[src/rtl/timer_pkg.sv]
// ==========================================
// register map
package timer_pkg;
  localparam int ADDR_W = 5;
  localparam logic [4:0] ADDR_COUNT_VALUE = 5'h01;
  localparam logic [4:0] ADDR_CMP_CTRL = 5'h07;

  // ==========================================
  // field positions, timer_prescale_config
  localparam int OPT_CLK_SRC = 5;
  localparam int OPT_EDGE = 4;
  localparam int OPT_ASSIGN = 3;
  localparam int OPT_RATIO_LSB = 0;
  localparam int RATIO_W = 3;

  // ==========================================
  // field positions, comparator_control
  localparam int CMP_RESULT = 7;
  localparam int CMP_PIN_DRIVE_N = 6;
  localparam int CMP_POL = 5;
  localparam int CMP_ROUTE = 4;
  localparam int CMP_ON = 3;

  // ==========================================
  // reset values
  localparam logic [7:0] OPTION_RST = 8'hFF;
  localparam logic [6:0] CMP_CTRL_RST = 7'h7F;
  localparam logic [3:0] PIN_DIR_RST = 4'hF;
  localparam logic [7:0] PRESC_RST = 8'h00;
  localparam logic [7:0] COUNT_RST = 8'h00;

  // ==========================================
  // timing
  localparam logic [1:0] INHIBIT_CYCLES = 2'h2;
  localparam logic [1:0] PHASE_Q2 = 2'h1;
  localparam logic [1:0] PHASE_Q4 = 2'h3;
  localparam int COUNT_PIN_IDX = 2;

  typedef enum logic [1:0] {
    SRC_INSTR = 2'b00,
    SRC_PIN = 2'b01,
    SRC_CMP_INT = 2'b10,
    SRC_CMP_PIN = 2'b11
  } count_src_t;
endpackage

[src/rtl/phase_gen.sv]
`timescale 1ns/1ps
`default_nettype none
// ==========================================
// four oscillator phases per instruction cycle
module phase_gen (
  input wire logic clk,
  input wire logic rst_b,
  output logic q2_en,
  output logic q4_en
);
  logic [1:0] phase_q;
  logic [1:0] phase_d;

  always_comb begin
    phase_d = phase_q + 2'h1;
  end

  always_ff @(posedge clk or negedge rst_b) begin
    if (!rst_b) begin
      phase_q <= 2'h0;
    end else begin
      phase_q <= phase_d;
    end
  end

  assign q2_en = (phase_q == timer_pkg::PHASE_Q2);
  assign q4_en = (phase_q == timer_pkg::PHASE_Q4);
endmodule
`default_nettype wire

[src/rtl/prescaler.sv]
`timescale 1ns/1ps
`default_nettype none
// ==========================================
// shared divider, no software path to its count
module prescaler #(
  parameter int WIDTH = 8
) (
  input wire logic clk,
  input wire logic rst_b,
  input wire logic clear,
  input wire logic step,
  input wire logic [2:0] sel,
  output logic tap
);
  logic [WIDTH-1:0] cnt_q;
  logic [WIDTH-1:0] cnt_d;

  // synchronous stand-in for the ripple chain; each bit is a square wave
  always_comb begin
    cnt_d = cnt_q;
    if (clear) begin
      cnt_d = '0;
    end else if (step) begin
      cnt_d = cnt_q + {{(WIDTH-1){1'b0}}, 1'b1};
    end
  end

  always_ff @(posedge clk or negedge rst_b) begin
    if (!rst_b) begin
      cnt_q <= timer_pkg::PRESC_RST;
    end else begin
      cnt_q <= cnt_d;
    end
  end

  assign tap = cnt_q[sel];
endmodule
`default_nettype wire

[src/rtl/timer_counter.sv]
`timescale 1ns/1ps
`default_nettype none
// Contract
// - source select clear: count one per instruction cycle without prescaler
// - after a count write, hold counting two instruction cycles, then resume
// - source, route and pin-drive-disable all set: count the external pin
// - edge select clear counts rising edges, set counts falling edges
// - source set, route clear: count comparator output internally
// - source and route set, pin drive on: comparator drives pin, counted back from it
// - assign bit clear gives prescaler to timer, set gives it to watchdog
// - timer prescale divides by two to the power ratio plus one
// - prescaler is an 8-bit counter with no software access
// - count writes clear the prescaler while it serves the timer
// - watchdog clear also clears the prescaler while it serves the watchdog
// - every reset clears the prescaler
// - external count sampled from prescaler output on phases two and four
// - prescaler output is a symmetric divided square wave
// - increment follows the synchronised prescaler output, adding latency
// - source select set overrides the count pin direction
// - count register is eight bits, readable and writable
// - source select clear uses instruction cycles whatever the routing
module timer_counter #(
  parameter int PRESC_W = 8,
  parameter int DIR_W = 4
) (
  input wire logic clk,
  input wire logic rst_b,
  input wire logic wr_en,
  input wire logic [timer_pkg::ADDR_W-1:0] wr_addr,
  input wire logic [7:0] wr_data,
  input wire logic rd_en,
  input wire logic [timer_pkg::ADDR_W-1:0] rd_addr,
  input wire logic option_wr,
  input wire logic [7:0] option_data,
  input wire logic dir_wr,
  input wire logic [DIR_W-1:0] dir_data,
  input wire logic watchdog_clear_instr,
  input wire logic watchdog_tick,
  input wire logic ext_count_pin,
  input wire logic comparator_result,
  output logic [7:0] rd_data_q,
  output logic [7:0] count_value_q,
  output logic [7:0] option_q,
  output logic [DIR_W-1:0] pin_dir_q,
  output logic comparator_out_pin_q,
  output logic comparator_out_pin_oe_q,
  output logic watchdog_post_tick_q
);
  // ==========================================
  // phases
  logic q2_en;
  logic q4_en;

  phase_gen u_phase (
    .clk(clk),
    .rst_b(rst_b),
    .q2_en(q2_en),
    .q4_en(q4_en)
  );

  // ==========================================
  // configuration registers
  logic [6:0] cmp_ctrl_q;
  logic [6:0] cmp_ctrl_d;
  logic [7:0] option_d;
  logic [DIR_W-1:0] dir_q;
  logic [DIR_W-1:0] dir_d;
  logic count_wr;
  logic cmp_wr;

  assign count_wr = wr_en && (wr_addr == timer_pkg::ADDR_COUNT_VALUE);
  assign cmp_wr = wr_en && (wr_addr == timer_pkg::ADDR_CMP_CTRL);

  always_comb begin
    option_d = option_q;
    cmp_ctrl_d = cmp_ctrl_q;
    dir_d = dir_q;
    if (option_wr) begin
      option_d = option_data;
    end
    // result bit is read-only, only the low seven bits are stored
    if (cmp_wr) begin
      cmp_ctrl_d = wr_data[6:0];
    end
    if (dir_wr) begin
      dir_d = dir_data;
    end
  end

  always_ff @(posedge clk or negedge rst_b) begin
    if (!rst_b) begin
      option_q <= timer_pkg::OPTION_RST;
      cmp_ctrl_q <= timer_pkg::CMP_CTRL_RST;
      dir_q <= timer_pkg::PIN_DIR_RST;
    end else begin
      option_q <= option_d;
      cmp_ctrl_q <= cmp_ctrl_d;
      dir_q <= dir_d;
    end
  end

  // ==========================================
  // decoded controls
  logic clock_source_select;
  logic source_edge_select;
  logic scaler_assign;
  logic [timer_pkg::RATIO_W-1:0] scale_ratio;
  logic cmp_on;
  logic comparator_clock_route;
  logic comparator_pin_drive_n;
  logic cmp_out;

  assign clock_source_select = option_q[timer_pkg::OPT_CLK_SRC];
  assign source_edge_select = option_q[timer_pkg::OPT_EDGE];
  assign scaler_assign = option_q[timer_pkg::OPT_ASSIGN];
  assign scale_ratio = option_q[timer_pkg::OPT_RATIO_LSB +: timer_pkg::RATIO_W];
  assign cmp_on = cmp_ctrl_q[timer_pkg::CMP_ON];
  // comparator off: its routing bits lose their effect
  assign comparator_clock_route = cmp_ctrl_q[timer_pkg::CMP_ROUTE] || !cmp_on;
  assign comparator_pin_drive_n = cmp_ctrl_q[timer_pkg::CMP_PIN_DRIVE_N] || !cmp_on;
  assign cmp_out = comparator_result ^ !cmp_ctrl_q[timer_pkg::CMP_POL];

  // ==========================================
  // count source selection
  timer_pkg::count_src_t src_sel;
  logic src_level;
  logic pin_driven;

  always_comb begin
    if (!clock_source_select) begin
      src_sel = timer_pkg::SRC_INSTR;
    end else if (!comparator_clock_route) begin
      src_sel = timer_pkg::SRC_CMP_INT;
    end else if (!comparator_pin_drive_n) begin
      src_sel = timer_pkg::SRC_CMP_PIN;
    end else begin
      src_sel = timer_pkg::SRC_PIN;
    end
  end

  assign pin_driven = (src_sel == timer_pkg::SRC_CMP_PIN);

  always_comb begin
    case (src_sel)
      timer_pkg::SRC_PIN: src_level = ext_count_pin;
      timer_pkg::SRC_CMP_INT: src_level = cmp_out;
      // pin input stays live while the comparator drives it
      timer_pkg::SRC_CMP_PIN: src_level = ext_count_pin;
      default: src_level = 1'b0;
    endcase
  end

  // ==========================================
  // edge detection ahead of the divider
  logic edge_level;
  logic edge_prev_q;
  logic edge_prev_d;
  logic src_step;
  logic presc_step;
  logic presc_clear;
  logic presc_tap;
  logic timer_owns;

  assign edge_level = src_level ^ source_edge_select;
  assign timer_owns = !scaler_assign;

  always_comb begin
    edge_prev_d = edge_level;
  end

  always_ff @(posedge clk or negedge rst_b) begin
    if (!rst_b) begin
      // reset high: a source idling at its counted level gives no false step
      edge_prev_q <= 1'b1;
    end else begin
      edge_prev_q <= edge_prev_d;
    end
  end

  always_comb begin
    if (src_sel == timer_pkg::SRC_INSTR) begin
      src_step = q4_en;
    end else begin
      src_step = edge_level && !edge_prev_q;
    end
  end

  // divider steps from one owner only, never both
  assign presc_step = timer_owns ? src_step : watchdog_tick;
  assign presc_clear = timer_owns ? count_wr : watchdog_clear_instr;

  // tap k gives a ratio of 2^(k+1)
  prescaler #(
    .WIDTH(PRESC_W)
  ) u_presc (
    .clk(clk),
    .rst_b(rst_b),
    .clear(presc_clear),
    .step(presc_step),
    .sel(scale_ratio),
    .tap(presc_tap)
  );

  // ==========================================
  // synchronisation and increment request
  logic div_out;
  logic samp_q;
  logic samp_d;
  logic tap_prev_q;
  logic tap_prev_d;
  logic tap_rise;
  logic samp_rise;
  logic inc_req;

  // without prescaler the raw edge-adjusted level stands in for its output
  assign div_out = timer_owns ? presc_tap : edge_level;
  assign tap_rise = presc_tap && !tap_prev_q;
  assign samp_rise = (q2_en || q4_en) && div_out && !samp_q;

  always_comb begin
    tap_prev_d = presc_tap;
    samp_d = samp_q;
    if (q2_en || q4_en) begin
      samp_d = div_out;
    end
  end

  always_ff @(posedge clk or negedge rst_b) begin
    if (!rst_b) begin
      tap_prev_q <= 1'b0;
      samp_q <= 1'b1;
    end else begin
      tap_prev_q <= tap_prev_d;
      samp_q <= samp_d;
    end
  end

  // pin timing limits are the source's duty, sampling relies on them
  always_comb begin
    if (src_sel == timer_pkg::SRC_INSTR) begin
      inc_req = timer_owns ? tap_rise : q4_en;
    end else begin
      inc_req = samp_rise;
    end
  end

  // ==========================================
  // count register and write inhibit
  logic [1:0] inhibit_q;
  logic [1:0] inhibit_d;
  logic [7:0] count_d;
  logic inc_pend_q;
  logic inc_pend_d;

  always_comb begin
    inhibit_d = inhibit_q;
    if (count_wr) begin
      inhibit_d = timer_pkg::INHIBIT_CYCLES;
    end else if (q4_en && (inhibit_q != 2'h0)) begin
      inhibit_d = inhibit_q - 2'h1;
    end
  end

  // one clock of pipeline after the sampled edge, as the phase latency
  always_comb begin
    inc_pend_d = inc_req && (inhibit_q == 2'h0) && !count_wr;
  end

  always_comb begin
    count_d = count_value_q;
    if (count_wr) begin
      count_d = wr_data;
    end else if (inc_pend_q && (inhibit_q == 2'h0)) begin
      count_d = count_value_q + 8'h01;
    end
  end

  always_ff @(posedge clk or negedge rst_b) begin
    if (!rst_b) begin
      inhibit_q <= 2'h0;
      inc_pend_q <= 1'b0;
      count_value_q <= timer_pkg::COUNT_RST;
    end else begin
      inhibit_q <= inhibit_d;
      inc_pend_q <= inc_pend_d;
      count_value_q <= count_d;
    end
  end

  // ==========================================
  // pins and watchdog tap
  logic [DIR_W-1:0] pin_dir_d;
  logic cmp_pin_d;
  logic cmp_oe_d;
  logic wdt_d;

  always_comb begin
    pin_dir_d = dir_q;
    if (pin_driven) begin
      pin_dir_d[timer_pkg::COUNT_PIN_IDX] = 1'b0;
    end else if (clock_source_select) begin
      pin_dir_d[timer_pkg::COUNT_PIN_IDX] = 1'b1;
    end
    cmp_pin_d = pin_driven && cmp_out;
    cmp_oe_d = pin_driven;
    wdt_d = scaler_assign && tap_rise;
  end

  always_ff @(posedge clk or negedge rst_b) begin
    if (!rst_b) begin
      pin_dir_q <= timer_pkg::PIN_DIR_RST;
      comparator_out_pin_q <= 1'b0;
      comparator_out_pin_oe_q <= 1'b0;
      watchdog_post_tick_q <= 1'b0;
    end else begin
      pin_dir_q <= pin_dir_d;
      comparator_out_pin_q <= cmp_pin_d;
      comparator_out_pin_oe_q <= cmp_oe_d;
      watchdog_post_tick_q <= wdt_d;
    end
  end

  // ==========================================
  // read port
  logic [7:0] rd_data_d;

  always_comb begin
    rd_data_d = rd_data_q;
    if (rd_en) begin
      case (rd_addr)
        timer_pkg::ADDR_COUNT_VALUE: rd_data_d = count_value_q;
        timer_pkg::ADDR_CMP_CTRL: rd_data_d = {cmp_out, cmp_ctrl_q};
        default: rd_data_d = 8'h00;
      endcase
    end
  end

  always_ff @(posedge clk or negedge rst_b) begin
    if (!rst_b) begin
      rd_data_q <= 8'h00;
    end else begin
      rd_data_q <= rd_data_d;
    end
  end
endmodule
`default_nettype wire

[config.mk]
export PLATFORM = sky130hd
export DESIGN_NAME = timer_counter
export DESIGN_NICKNAME = d
export VERILOG_FILES = /design/src/rtl/timer_pkg.sv /design/src/rtl/phase_gen.sv /design/src/rtl/prescaler.sv /design/src/rtl/timer_counter.sv
export SDC_FILE = /design/constraint.sdc
export NUM_CORES = 1
export LEC_CHECK = 0
export BUFFER_PORTS_ARGS = -buffer_cell sky130_fd_sc_hd__buf_2
export CAP_MARGIN = 25
export CORE_ASPECT_RATIO = 1.1
export CORE_MARGIN = 3
export CORE_UTILIZATION = 47
export DETAILED_ROUTE_END_ITERATION = 6
export GPL_ROUTABILITY_DRIVEN = 0
export GPL_TIMING_DRIVEN = 0
export PLACE_DENSITY_LB_ADDON = 0.15
export SYNTH_ARGS = -nofsm -noshare
export SYNTH_HDL_FRONTEND = slang
export SYNTH_HIERARCHICAL = 1
export SYNTH_SLANG_ARGS = --single-unit
[constraint.sdc]
create_clock -name clk -period 2 [get_ports clk]
set_input_delay 0.4 -clock clk [delete_from_list [all_inputs] [get_ports clk]]
set_output_delay 0.4 -clock clk [all_outputs]
set_load 0.02 [all_outputs]
==> results of run 1 <==
## power groups by stage
stage                     combinational [uW]  sequential (uW)  clock (uW)
final                                    930             1660        1270
after global routing                    1010             1700        1350
after CTS                                907             1660        1280
after detailed placement                 825             1680           0
after global placement                   802             1670           0
after floorplan                          423             1760           0
## through the flow
stage	total power, uW	TNS [ns]	area, um2	hold slack (ns)
final	3860	-0.412	3560	0.0849
after global routing	4060	-1.22	3560	0.112
after floorplan	2190	-0.0942	2690	0.104
after detailed placement	2500	-0.980	3140	0.357
after global placement	2470	-0.801	3120	0.354
after CTS	3850	-0.828	3510	0.0977
## cell families (layout without fill, tap and decap cells)
kind of cell	after synthesis	in the layout	synth area share (%)
simple gates	74	74	14.4
fa+ha+maj	5	5	2.33
compound gates	43	43	10.1
xor+xnor	14	14	4.85
buf+inv	18	113	2.75
mux	23	23	10.4
flops	58	58	55.2
## layer usage
metal / track usage [%] / vias to the layer above / wire [um]
met4: 9.22 / 0 / 59
met5: 0 / - / 0
met1: 24.6 / 1000 / 2600
met2: 29.8 / 44 / 2960
li1: - / 1010 / -
met3: 4.03 / 7 / 281
## worst max-delay path, stage by stage (launching register included)
cell and delay [ns]:
dfstp_2 0.59, nand4bb_4 0.14, o221ai_4 0.24, a311oi_4 0.07, o41ai_4 0.33, buf_4 0.19, nand2_4 0.05, or3_1 0.34
a21oi_1 0.13
## final cells by class
type	count	area share (%)
Multi-Input combinational cell	159	34.5
Sequential cell	58	41.7
Clock inverter	4	2.04
Clock buffer	12	4.64
Buffer	7	0.809
Inverter	10	1.06
Timing Repair Buffer	80	12.7
Tap cell	75	2.64
## cell usage in the layout, fill, tap and decap left out, types with 8 or more instances in the layout
cell type and n:
a21oi_1 21, a22oi_1 8, buf_2 70, buf_4 9, clkbuf_8 12, dfrtp_1 33
dfstp_2 25, inv_1 10, mux2_2 18, nand2_1 10, nor2_1 28
## state kept, by name (all words and copies together), names as in the netlist
register	cells
cmp_ctrl_q	7
comparator_out_pin_oe_q	1
comparator_out_pin_q	1
count_value_q	8
dir_q	4
edge_prev_q	1
inc_pend_q	1
inhibit_q	2
option_q	8
pin_dir_q	4
rd_data_q	8
samp_q	1
tap_prev_q	1
u_phase/phase_q	2
u_presc/cnt_q	8
watchdog_post_tick_q	1
## worst paths after layout
path | from | cells after the start | to
setup reg to reg | option_q[5]$_DFFE_PN1P_ | 8 | u_presc/cnt_q[6]$_DFFE_PN0P_
hold / removal | rst_b | 1 | rd_data_q[2]$_DFFE_PN0P_
max in group asynchronous | rst_b | 2 | option_q[1]$_DFFE_PN1P_
setup / recovery | option_q[5]$_DFFE_PN1P_ | 8 | u_presc/cnt_q[6]$_DFFE_PN0P_
min in group clk | option_data[4] | 2 | option_q[4]$_DFFE_PN1P_
hold reg to reg | dir_q[0]$_DFFE_PN1P_ | 0 | pin_dir_q[0]$_DFF_PN1_
## repair_timing
item	CTS	global route
pin swaps	8	4
hold endpoints to repair	0	0
buffers inserted	8	3
resized for setup	10	6
endpoints found under the setup margin	9	9
==> impl_results.md, run 1 <==
- Status: complete, but fails checks
- Violated checks: negative setup slack
- Area growth syn-to-layout: 32.5%
- Min-delay worst type: input pin to async pin
- Global-route wire length before repair: 9.65 mm
- Antenna diode count: 0
- # port buffers: 68
- Grt ovf: 0
- Setup Crit Path Kind: flop to flop
- Switching Fraction: a little under a third
- Synth area leaders: dfrtp_1 31%, dfstp_2 24%, mux2_2 8.0%
- Synth Register Bits: 58
- Synth Net Count: 280
- Die area: around 6700 um2
- Core Util, Final: ~65%
- Worst-skew pair later-pin latency: roughly 0.33 ns
- Maximum vdd drop: slightly above 0.7 mV
- Asr flop ratio synth: between 90% and 100%
- Post-CTS Hold Buffers: 0
- Worst Path Required: ~2.3 ns
- Layout net count: 370
- Setup-failing EPs final: 5
- Leak: about 0.0016 uW
- Post-Syn Area per Cell: about 11 um2
- Syn. warnings: 6
- Fin. max-slew vios: 0
- Vias: 2061
- Reg area: approximately 1500 um2
- RSZ-0062 raised after global routing: true
- CTS buffer count: 9
- Reg2reg setup slack: -0.17 ns
- Synth cell count leaders: 33 x dfrtp_1, 28 x nor2_1, 25 x dfstp_2, 22 x a21oi_1, 19 x mux2_2
- Die X: ~80 um
- Placed Instances: 379
- Distinct cells, synth: 40
- Sequential share of the synthesized area: around 55%
- Sequential power share: between 40% and 50%
- # fillers: 461
- Number of synthesized flops with an enable pin: 0
- Fin crit share: 109%
- IO Pins: 71
- DRT Pass-1 Iters: 4
- Crit Path Max Fanout: 5
- Clock tree buffer depth: 2
- Initial antenna violation count: 0
- CTS tree: yes
- Fraction of layout cells with a size suffix above 1: a little under half
- Initial Utilization: 49.1%
- Internal power: 2670 uW
- Final WS setup: -0.174 ns
- Vias in the first global route: 1990
- Depth of the CTS H-tree: 3
- Clk pwr share: roughly a third
- Die H: 85.3 um
- Area of the core: between 5000 and 6000 um2
- Final Skew: 0.0106 ns
- Multi-input logic area: 1230 um2
- Post-DP HPWL: roughly 4 mm
- Num rows: 28
- Antenna viol nets, final: 0
- Dpl ws: -0.265 ns
- Post-synth top area share: between 30% and 40%
- Synth Cell Area: 2690 um2
- Combinational power share: about a quarter
- Main flop type after synthesis: dfrtp_1
- Drt total wl: 5.91 mm
- Drt wl/cell: around 15 um
- Pwr/cell area: approximately 1100 nW/um2
- Area leader, netlist: dfrtp_1
- Minimum clock period: about 2.2 ns
- Worst slew pin tran: approximately 0.8 ns
- Pin count of the biggest net entering global routing: 33
- Layout Cells excl Fill: a little over 400
- CTS Sinks: between 50 and 60
- GRT Total Usage: a little under a fifth
- Arrival time worst endpoint: 2.42 ns
- Root Buffer: clkbuf_8
- CTS clock-pin slew for the worst setup and hold paths: about 0.060 ns
- Final hold vios: 0
- Cells after synthesis: ~240
- Vias per Instance: between 5 and 6
- 1st-iter DRT viols: about 120
- Most frequent cell after synthesis: dfrtp_1
- Fmax: around 460 MHz
- Residual DRC: 0
- CP Launch Type: flop
- CP Capture Type: flop
- Psw: ~1200 uW
- Max-cap viol count: 0
- Slew headroom: between 40% and 50%
Power figures use the tool's default switching activity.
==> run 2, diff against run 1 <==
--- a/config.mk
+++ b/config.mk
@@ -13,7 +13,7 @@
 export DETAILED_ROUTE_END_ITERATION = 6
 export GPL_ROUTABILITY_DRIVEN = 0
 export GPL_TIMING_DRIVEN = 0
-export PLACE_DENSITY_LB_ADDON = 0.15
+export PLACE_DENSITY = 0.75
 export SYNTH_ARGS = -nofsm -noshare
 export SYNTH_HDL_FRONTEND = slang
 export SYNTH_HIERARCHICAL = 1
==> run 2 against run 1 <==
- the run still ends with negative setup slack left
- core utilization down 1.6 points
- first-iteration DRC count down 2.5%
- die area unchanged
- design area down 2.5%
- setup slack better by 0.089 ns
- global-route usage about the same
- combinational power down 5.7%
- sequential share of layout area up 1.1 points
- fmax up 4.3%
- worst hold slack better by 0.0045 ns
- largest power group unchanged
- highest routed layer unchanged
==> impl_results.md, run 2 (synthesis gave the netlist of run 1 again) <==
- Global-route wire length before repair: 9.75 mm (+1.1%)
- Initial antenna violation count: 0 (unchanged)
- CP Launch Point: cmp_ctrl_q[4]$_DFFE_PN1P_
- Die area: 6660 um2 (unchanged)
- Vias in the first global route: 2152 (+8.1%)
- Max incr delay on CP: 0.53 ns (-0.06 ns)
- Leak: 0.00156 uW (-2.4%)
- GRT Total Usage: 18.8% (-0.048 points)
- Worst slew pin tran: 0.755 ns (-0.0294 ns)
- Setup-failing EPs final: 6 (+1)
- CTS Sinks: 58 (unchanged)
- Final TNS setup: -0.248 ns (+0.164 ns)
- Drt wl/cell: 14.3 um (-2.0%)
- Vias per Instance: 5.20 (+2.2%)
- Crit path max-delay family: simple AND/OR/NAND/NOR gates
- Minimum clock period: 2.08 ns (-0.0894 ns)
- Violated checks: negative setup slack
- CTS tree: yes
- Worst-skew pair later-pin latency: 0.34 ns (about the same)
- Min-delay worst type: input pin to async pin
- Post-DP HPWL: 4.06 mm (-1.3%)
- R2R Path Start: cmp_ctrl_q[4]$_DFFE_PN1P_
- Residual DRC: 0 (unchanged)
- Grt ovf: 0 (unchanged)
- Worst Path Required: 2.27 ns (+0.02 ns)
- Layout Cells excl Fill: 405 (unchanged)
- Max-cap viol count: 0 (unchanged)
- Die X: 78.1 um (unchanged)
- Initial Utilization: 49.1% (unchanged)
- CP Capture Type: flop
- # port buffers: 68 (unchanged)
- Layout net count: 370 (unchanged)
- Crit-path slowest cell: dfstp_2
- Setup Crit Path Kind: flop to flop
- Fmax: 480 MHz (+4.3%)
- Num rows: 28 (unchanged)
- Worst path cell trace: and2b_2 > nor3_2 > a311oi_2 > o41ai_2 > buf_4 > nand4_1 > or3_1 > a21oi_2
- Area of the core: 5470 um2 (unchanged)
- Vias: 2106 (+2.2%)
- Fraction of layout cells with a size suffix above 1: 46.7% (-1.2 points)
- IO Pins: 71 (unchanged)
- Antenna diode count: 0 (unchanged)
- Drt total wl: 5.79 mm (-2.0%)
- Area growth syn-to-layout: 29.2%
- Root Buffer: clkbuf_8
- Clock tree buffer depth: 2 (unchanged)
- Die H: 85.3 um (unchanged)
- Pwr/cell area: 1080 nW/um2 (-0.86%)
- Most common cell after layout, fill and taps aside: buf_2
- Placed Instances: 379 (unchanged)
- 1st-iter DRT viols: 115 (-2.5%)
- Slew headroom: 49.2% (+2.0 points)
- Most frequent cells in the layout: 70 x buf_2, 33 x dfrtp_1, 28 x nor2_1
- Post-CTS Hold Buffers: 0 (unchanged)
- Status: complete, but fails checks
- Final hold vios: 0 (unchanged)
- CP Launch Type: flop
- CTS clock-pin slew for the worst setup and hold paths: 0.07 ns (about the same)
- Final Skew: 0.00943 ns (-0.00113 ns)
- Fin crit share: 104% (-4.5 points)
- CP bufs+invs: 1 (unchanged)
- Depth of the CTS H-tree: 3 (unchanged)
- RSZ-0062 raised after global routing: true
- Antenna viol nets, final: 0 (unchanged)
- DRT Pass-1 Iters: 4 (unchanged)
- Maximum vdd drop: 0.558 mV (-21%)
- Pin count of the biggest net entering global routing: 31 (-6.1%)
- Final WS setup: -0.0847 ns (+0.0894 ns)
- CTS buffer count: 9 (unchanged)
- Arrival time worst endpoint: 2.36 ns (-0.06 ns)
- Crit Path Max Fanout: 5 (unchanged)
- Fin. max-slew vios: 0 (unchanged)
run 2: changes by cell type in the layout (fill, tap and decap cells not counted), sizes merged:
cell / before / now
clkinvlp: 1 / 0
bufinv: 2 / 1
clkinv: 1 / 0
clkbuf: 16 / 19
run 2: path summary, 6_finish.rpt:
| kind | end | slack, ns | cells after the start |
|---|---|---|---|
| max | u_presc/cnt_q[5]$_DFFE_PN0P_ | -0.08 | 8 |
| min | u_presc/cnt_q[1]$_DFFE_PN0P_ | 0.09 | 1 |
| max reg2reg | u_presc/cnt_q[5]$_DFFE_PN0P_ | -0.08 | 8 |
| min reg2reg | pin_dir_q[1]$_DFF_PN1_ | 0.36 | 0 |
| max in group asynchronous | cmp_ctrl_q[1]$_DFFE_PN1P_ | 1.25 | 2 |
| min in group clk | option_q[5]$_DFFE_PN1P_ | 0.28 | 3 |
run 2: power breakdown:
group	internal [uW]	switching, uW
Combinational	404	473
Clock	747	460
Sequential	1430	216
run 2: final cells by class:
type / count / area [um2]
Buffer: 8 / 36.3
Fill cell: 455 / 2000
Clock inverter: 1 / 30.0
Timing Repair Buffer: 79 / 439
Tap cell: 75 / 93.8
Inverter: 10 / 37.5
Sequential cell: 58 / 1480
Clock buffer: 15 / 196
Multi-Input combinational cell: 159 / 1150
run 2: per-stage QoR:
step / total power [uW] / hold slack (ns) / setup slack [ns] / instance area (um2) / util (%)
6_report: 3730 / 0.0894 / -0.0847 / 3470 / 63.5
4_1_cts: 3750 / 0.107 / -0.0863 / 3440 / 62.9
2_1_floorplan: 2190 / 0.104 / -0.0726 / 2690 / -
3_5_place_dp: 2500 / 0.356 / -0.267 / 3140 / 57.5
5_1_grt: 3930 / 0.133 / -0.227 / 3470 / 63.5
3_3_place_gp: 2460 / 0.356 / -0.204 / 3120 / 57.2
run 2: routing by layer:
metal  share of wire, %  GRT usage [%]
met5                  0              0
met4                2.2           9.54
met3                4.8           4.35
met2                 51           31.2
met1                 42           22.8
run 2: what timing repair did:
action | 4_1_cts | 5_1_grt
resized for setup | 4 | 1
pin swaps | 3 | 1
endpoints found under the setup margin | 7 | 9
setup buffers | 6 | 4
==> run 3, diff against run 2 <==
--- a/config.mk
+++ b/config.mk
@@ -9,12 +9,12 @@
 export CAP_MARGIN = 25
 export CORE_ASPECT_RATIO = 1.1
 export CORE_MARGIN = 3
-export CORE_UTILIZATION = 47
+export CORE_UTILIZATION = 49
+export CTS_BUF_LIST = sky130_fd_sc_hd__clkbuf_4
 export DETAILED_ROUTE_END_ITERATION = 6
 export GPL_ROUTABILITY_DRIVEN = 0
 export GPL_TIMING_DRIVEN = 0
-export PLACE_DENSITY = 0.75
+export PLACE_DENSITY = 0.78
 export SYNTH_ARGS = -nofsm -noshare
 export SYNTH_HDL_FRONTEND = slang
-export SYNTH_HIERARCHICAL = 1
 export SYNTH_SLANG_ARGS = --single-unit
==> run 3 against run 2 <==
- the run now ends clean
- combinational power is 0.9% lower
- register-to-register slack improved by 0.09 ns
- clock skew increased by 0.0026 ns
- power fell by 14%
- non-clock buffer count fell by 9
- sequential power about the same
- largest cell class unchanged
- largest power group unchanged
==> impl_results.md, run 3 <==
- Fin area: 3390 um2 (-2.2%)
- Grt ovf: 0 (unchanged)
- Die area: 6550 um2 (-1.5%)
- Area leader, netlist: dfrtp_1
- Dpl ws: -0.0449 ns (+0.222 ns)
- IO Pins: 71 (unchanged)
- Hold Path Stages: 3
- Fraction of layout cells with a size suffix above 1: 43.6% (-3.1 points)
- Synth Register Bits: 58 (unchanged)
- Most common cell after layout, fill and taps aside: buf_2
- CTS Sinks: 58 (unchanged)
- Post-synth top area share: 30.0% (-0.75 points)
- CP Launch Type: flop
- Post-Syn Area per Cell: 11.4 um2 (about the same)
- Worst Path Required: 2.32 ns (+0.05 ns)
- Synth Net Count: 286 (+2.1%)
- R2R depth: 6 (-2)
- CTS clock-pin slew for the worst setup and hold paths: 0.10 ns (+0.03 ns)
- Fmax: 500 MHz (+4.3%)
- Main flop type after synthesis: dfrtp_1
- Setup-failing EPs final: 0 (-6)
- Depth of the CTS H-tree: 3 (unchanged)
- Placed Instances: 385 (+1.6%)
- Pin count of the biggest net entering global routing: 42 (+35%)
- Pwr/cell area: 941 nW/um2 (-12%)
- Final WS setup: 0.00121 ns (+0.0860 ns)
- 1st-iter DRT viols: 125 (+8.7%)
- Vias: 2130 (+1.1%)
- Clock tree buffer depth: 2 (unchanged)
- DRT Pass-1 Iters: 4 (unchanged)
- Drt wl/cell: 14.7 um (+3.1%)
- Final hold vios: 0 (unchanged)
- Maximum vdd drop: 0.428 mV (-23%)
- Max-cap viol count: 0 (unchanged)
- Status: complete, no violations
- GRT Total Usage: 19.0% (+0.25 points)
- Asr flop ratio synth: 100% (unchanged)
- Initial Utilization: 51.0% (+1.9 points)
- Most frequent cell after synthesis: dfrtp_1
- DP Area: 3210 um2 (+2.0%)
- Final TNS setup: 0 ns (+0.248 ns)
- Fin. max-slew vios: 0 (unchanged)
- Total power: 3190 uW (-14%)
- Hold path startpoint: option_data[5]
- Minimum clock period: 2.00 ns (-0.0860 ns)
- Drt total wl: 5.94 mm (+2.6%)
- Most frequent cells in the layout: 68 x buf_2, 33 x dfrtp_1, 25 x dfstp_2
- Synth area leaders: dfrtp_1 30%, dfstp_2 24%, mux2_2 8.2%
- Synth Cell Area: 2750 um2 (+2.5%)
- Antenna diode count: 0 (unchanged)
- Reg-to-Reg End: samp_q$_DFFE_PN1P_
- Area of the core: 5400 um2 (-1.3%)
- R2R Path Start: option_q[1]$_DFFE_PN1P_
- Vias in the first global route: 2140 (-0.56%)
- CTS tree: yes
- Slew headroom: 37.3% (-12 points)
- # port buffers: 68 (unchanged)
- Initial antenna violation count: 0 (unchanged)
- Number of synthesized flops with an enable pin: 0 (unchanged)
- Synth cell count leaders: 33 x dfrtp_1, 25 x dfstp_2, 24 x nor2_1, 20 x a21oi_1, 20 x mux2_2
- Global-route wire length before repair: 9.88 mm (+1.3%)
- Antenna viol nets, final: 0 (unchanged)
- Layout Cells excl Fill: 403 (-0.49%)
- Worst slew pin tran: 0.933 ns (+0.178 ns)
- Final Skew: 0.0121 ns (+0.00264 ns)
- Min-delay worst type: input pin to flop
- Post-DP HPWL: 4.24 mm (+4.4%)
- CP Capture Type: flop
- Hold EP: option_q[5]$_DFFE_PN1P_
- RSZ-0062 raised after global routing: true
- Cells after synthesis: 241 (+2.6%)
- Reg2reg setup slack: 0.001 ns (+0.09 ns)
- Syn. warnings: 0 (-6)
- Crit Path Max Fanout: 4 (-1)
- Area growth syn-to-layout: 23.3%
- Die H: 84.6 um (-0.78%)
- CTS buffer count: 9 (unchanged)
- Sequential share of the synthesized area: 53.9% (-1.4 points)
- Worst-skew pair later-pin latency: 0.40 ns (+0.06 ns)
- Distinct cells, synth: 44 (+10%)
- Root Buffer: clkbuf_4
- Leak: 0.00151 uW (-3.1%)
- Residual DRC: 0 (unchanged)
- Setup Crit Path Kind: flop to flop
- Num rows: 28 (unchanged)
- Die X: 77.5 um (-0.77%)
- Vias per Instance: 5.29 (+1.6%)
- Fin crit share: 99.9% (-4.3 points)
- Arrival time worst endpoint: 2.32 ns (-0.04 ns)
- Layout net count: 368 (-0.54%)
==> run 3: cell count changes in the layout (fill, tap and decap cells not counted), sizes merged, moves of 3 or more <==
cell / previous run / this run
mux2i: 2 / 7
nor2: 29 / 25
a2111o: 0 / 3
nand2: 11 / 18
clkinv: 0 / 4
buf: 83 / 71
and3: 0 / 5
nand3: 4 / 7
xnor2: 8 / 3
nand4: 5 / 2
clkbuf: 19 / 16
==> run 3: how the worst max path moves through the flow <==
| stage | from | end | slack (ns) | depth (start not counted) |
|---|---|---|---|---|
| finish | option_q[1]$_DFFE_PN1P_ | samp_q$_DFFE_PN1P_ | 0.001 | 6 |
| global route | option_q[1]$_DFFE_PN1P_ | samp_q$_DFFE_PN1P_ | -0.1 | 6 |
| CTS | option_q[5]$_DFFE_PN1P_ | u_presc.cnt_q[5]$_DFFE_PN0P_ | 0.001 | 5 |
| detailed placement | cmp_ctrl_q[3]$_DFFE_PN1P_ | u_presc.cnt_q[5]$_DFFE_PN0P_ | -0.04 | 5 |
| global placement | wr_addr[3] | u_presc.cnt_q[6]$_DFFE_PN0P_ | -0.02 | 6 |
| floorplan | option_q[1]$_DFFE_PN1P_ | inc_pend_q$_DFF_PN0_ | 0.1 | 6 |
==> run 3: power breakdown <==
part / internal (uW) / switching [uW]
clock: 258 / 438
sequential: 1420 / 206
combinational: 390 / 479
total: 2070 / 1120
==> run 3: area by class of cell <==
cell class,instances,area (um2)
inverters,9,33.8
flip-flops and latches,58,1480
plain buffers,7,36.3
clock buffers,10,75.1
multi-input cells,167,1250
well taps,75,93.8
repair buffers,71,390
clock inverters,6,33.8
fillers,471,2000
==> run 3: cells by family after synthesis <==
| logic type | after synthesis | synth area share [%] |
|---|---|---|
| buffers and inverters | 16 | 2.55 |
| multiplexers | 29 | 13.4 |
| flip-flops | 58 | 53.9 |
| adder cells (fa/ha/maj) | 5 | 2.27 |
| AND/OR/NAND/NOR | 76 | 14.1 |
| AO/OA/AOI/OAI | 48 | 11.0 |
| XOR/XNOR | 9 | 2.86 |
==> run 3: timing repair <==
action,CTS,global route
hold endpoints to repair,3,0
endpoints found under the setup margin,6,9
gates resized for setup,2,8
pin swaps,0,1
hold buffers,1,0
buffers inserted,0,1
==> run 3: worst max-delay path, cell delays in order, from the launching register on <==
cell,delay (ns)
dfstp_2,0.59
mux4_1,0.61
mux2i_4,0.21
inv_2,0.06
nor2_2,0.10
a31oi_1,0.07
mux2_2,0.28
==> run 3: per-stage QoR <==
step	hold slack, ns	utilization, %
final	0.218	62.9
after global placement	0.354	59.1
after global routing	0.205	62.9
after CTS	0.202	61.8
after floorplan	0.104	-
after detailed placement	0.355	59.4
==> run 3: layer usage <==
layer | global-route usage, % | wire length [um] | part of all wire (%) | up-vias
li1 | - | - | - | 1028
met1 | 24.2 | 2570 | 43 | 1009
met2 | 31.3 | 2930 | 49 | 80
met3 | 5.26 | 354 | 6.0 | 13
met4 | 6.63 | 82 | 1.4 | 0
met5 | 0 | 0 | 0 | -
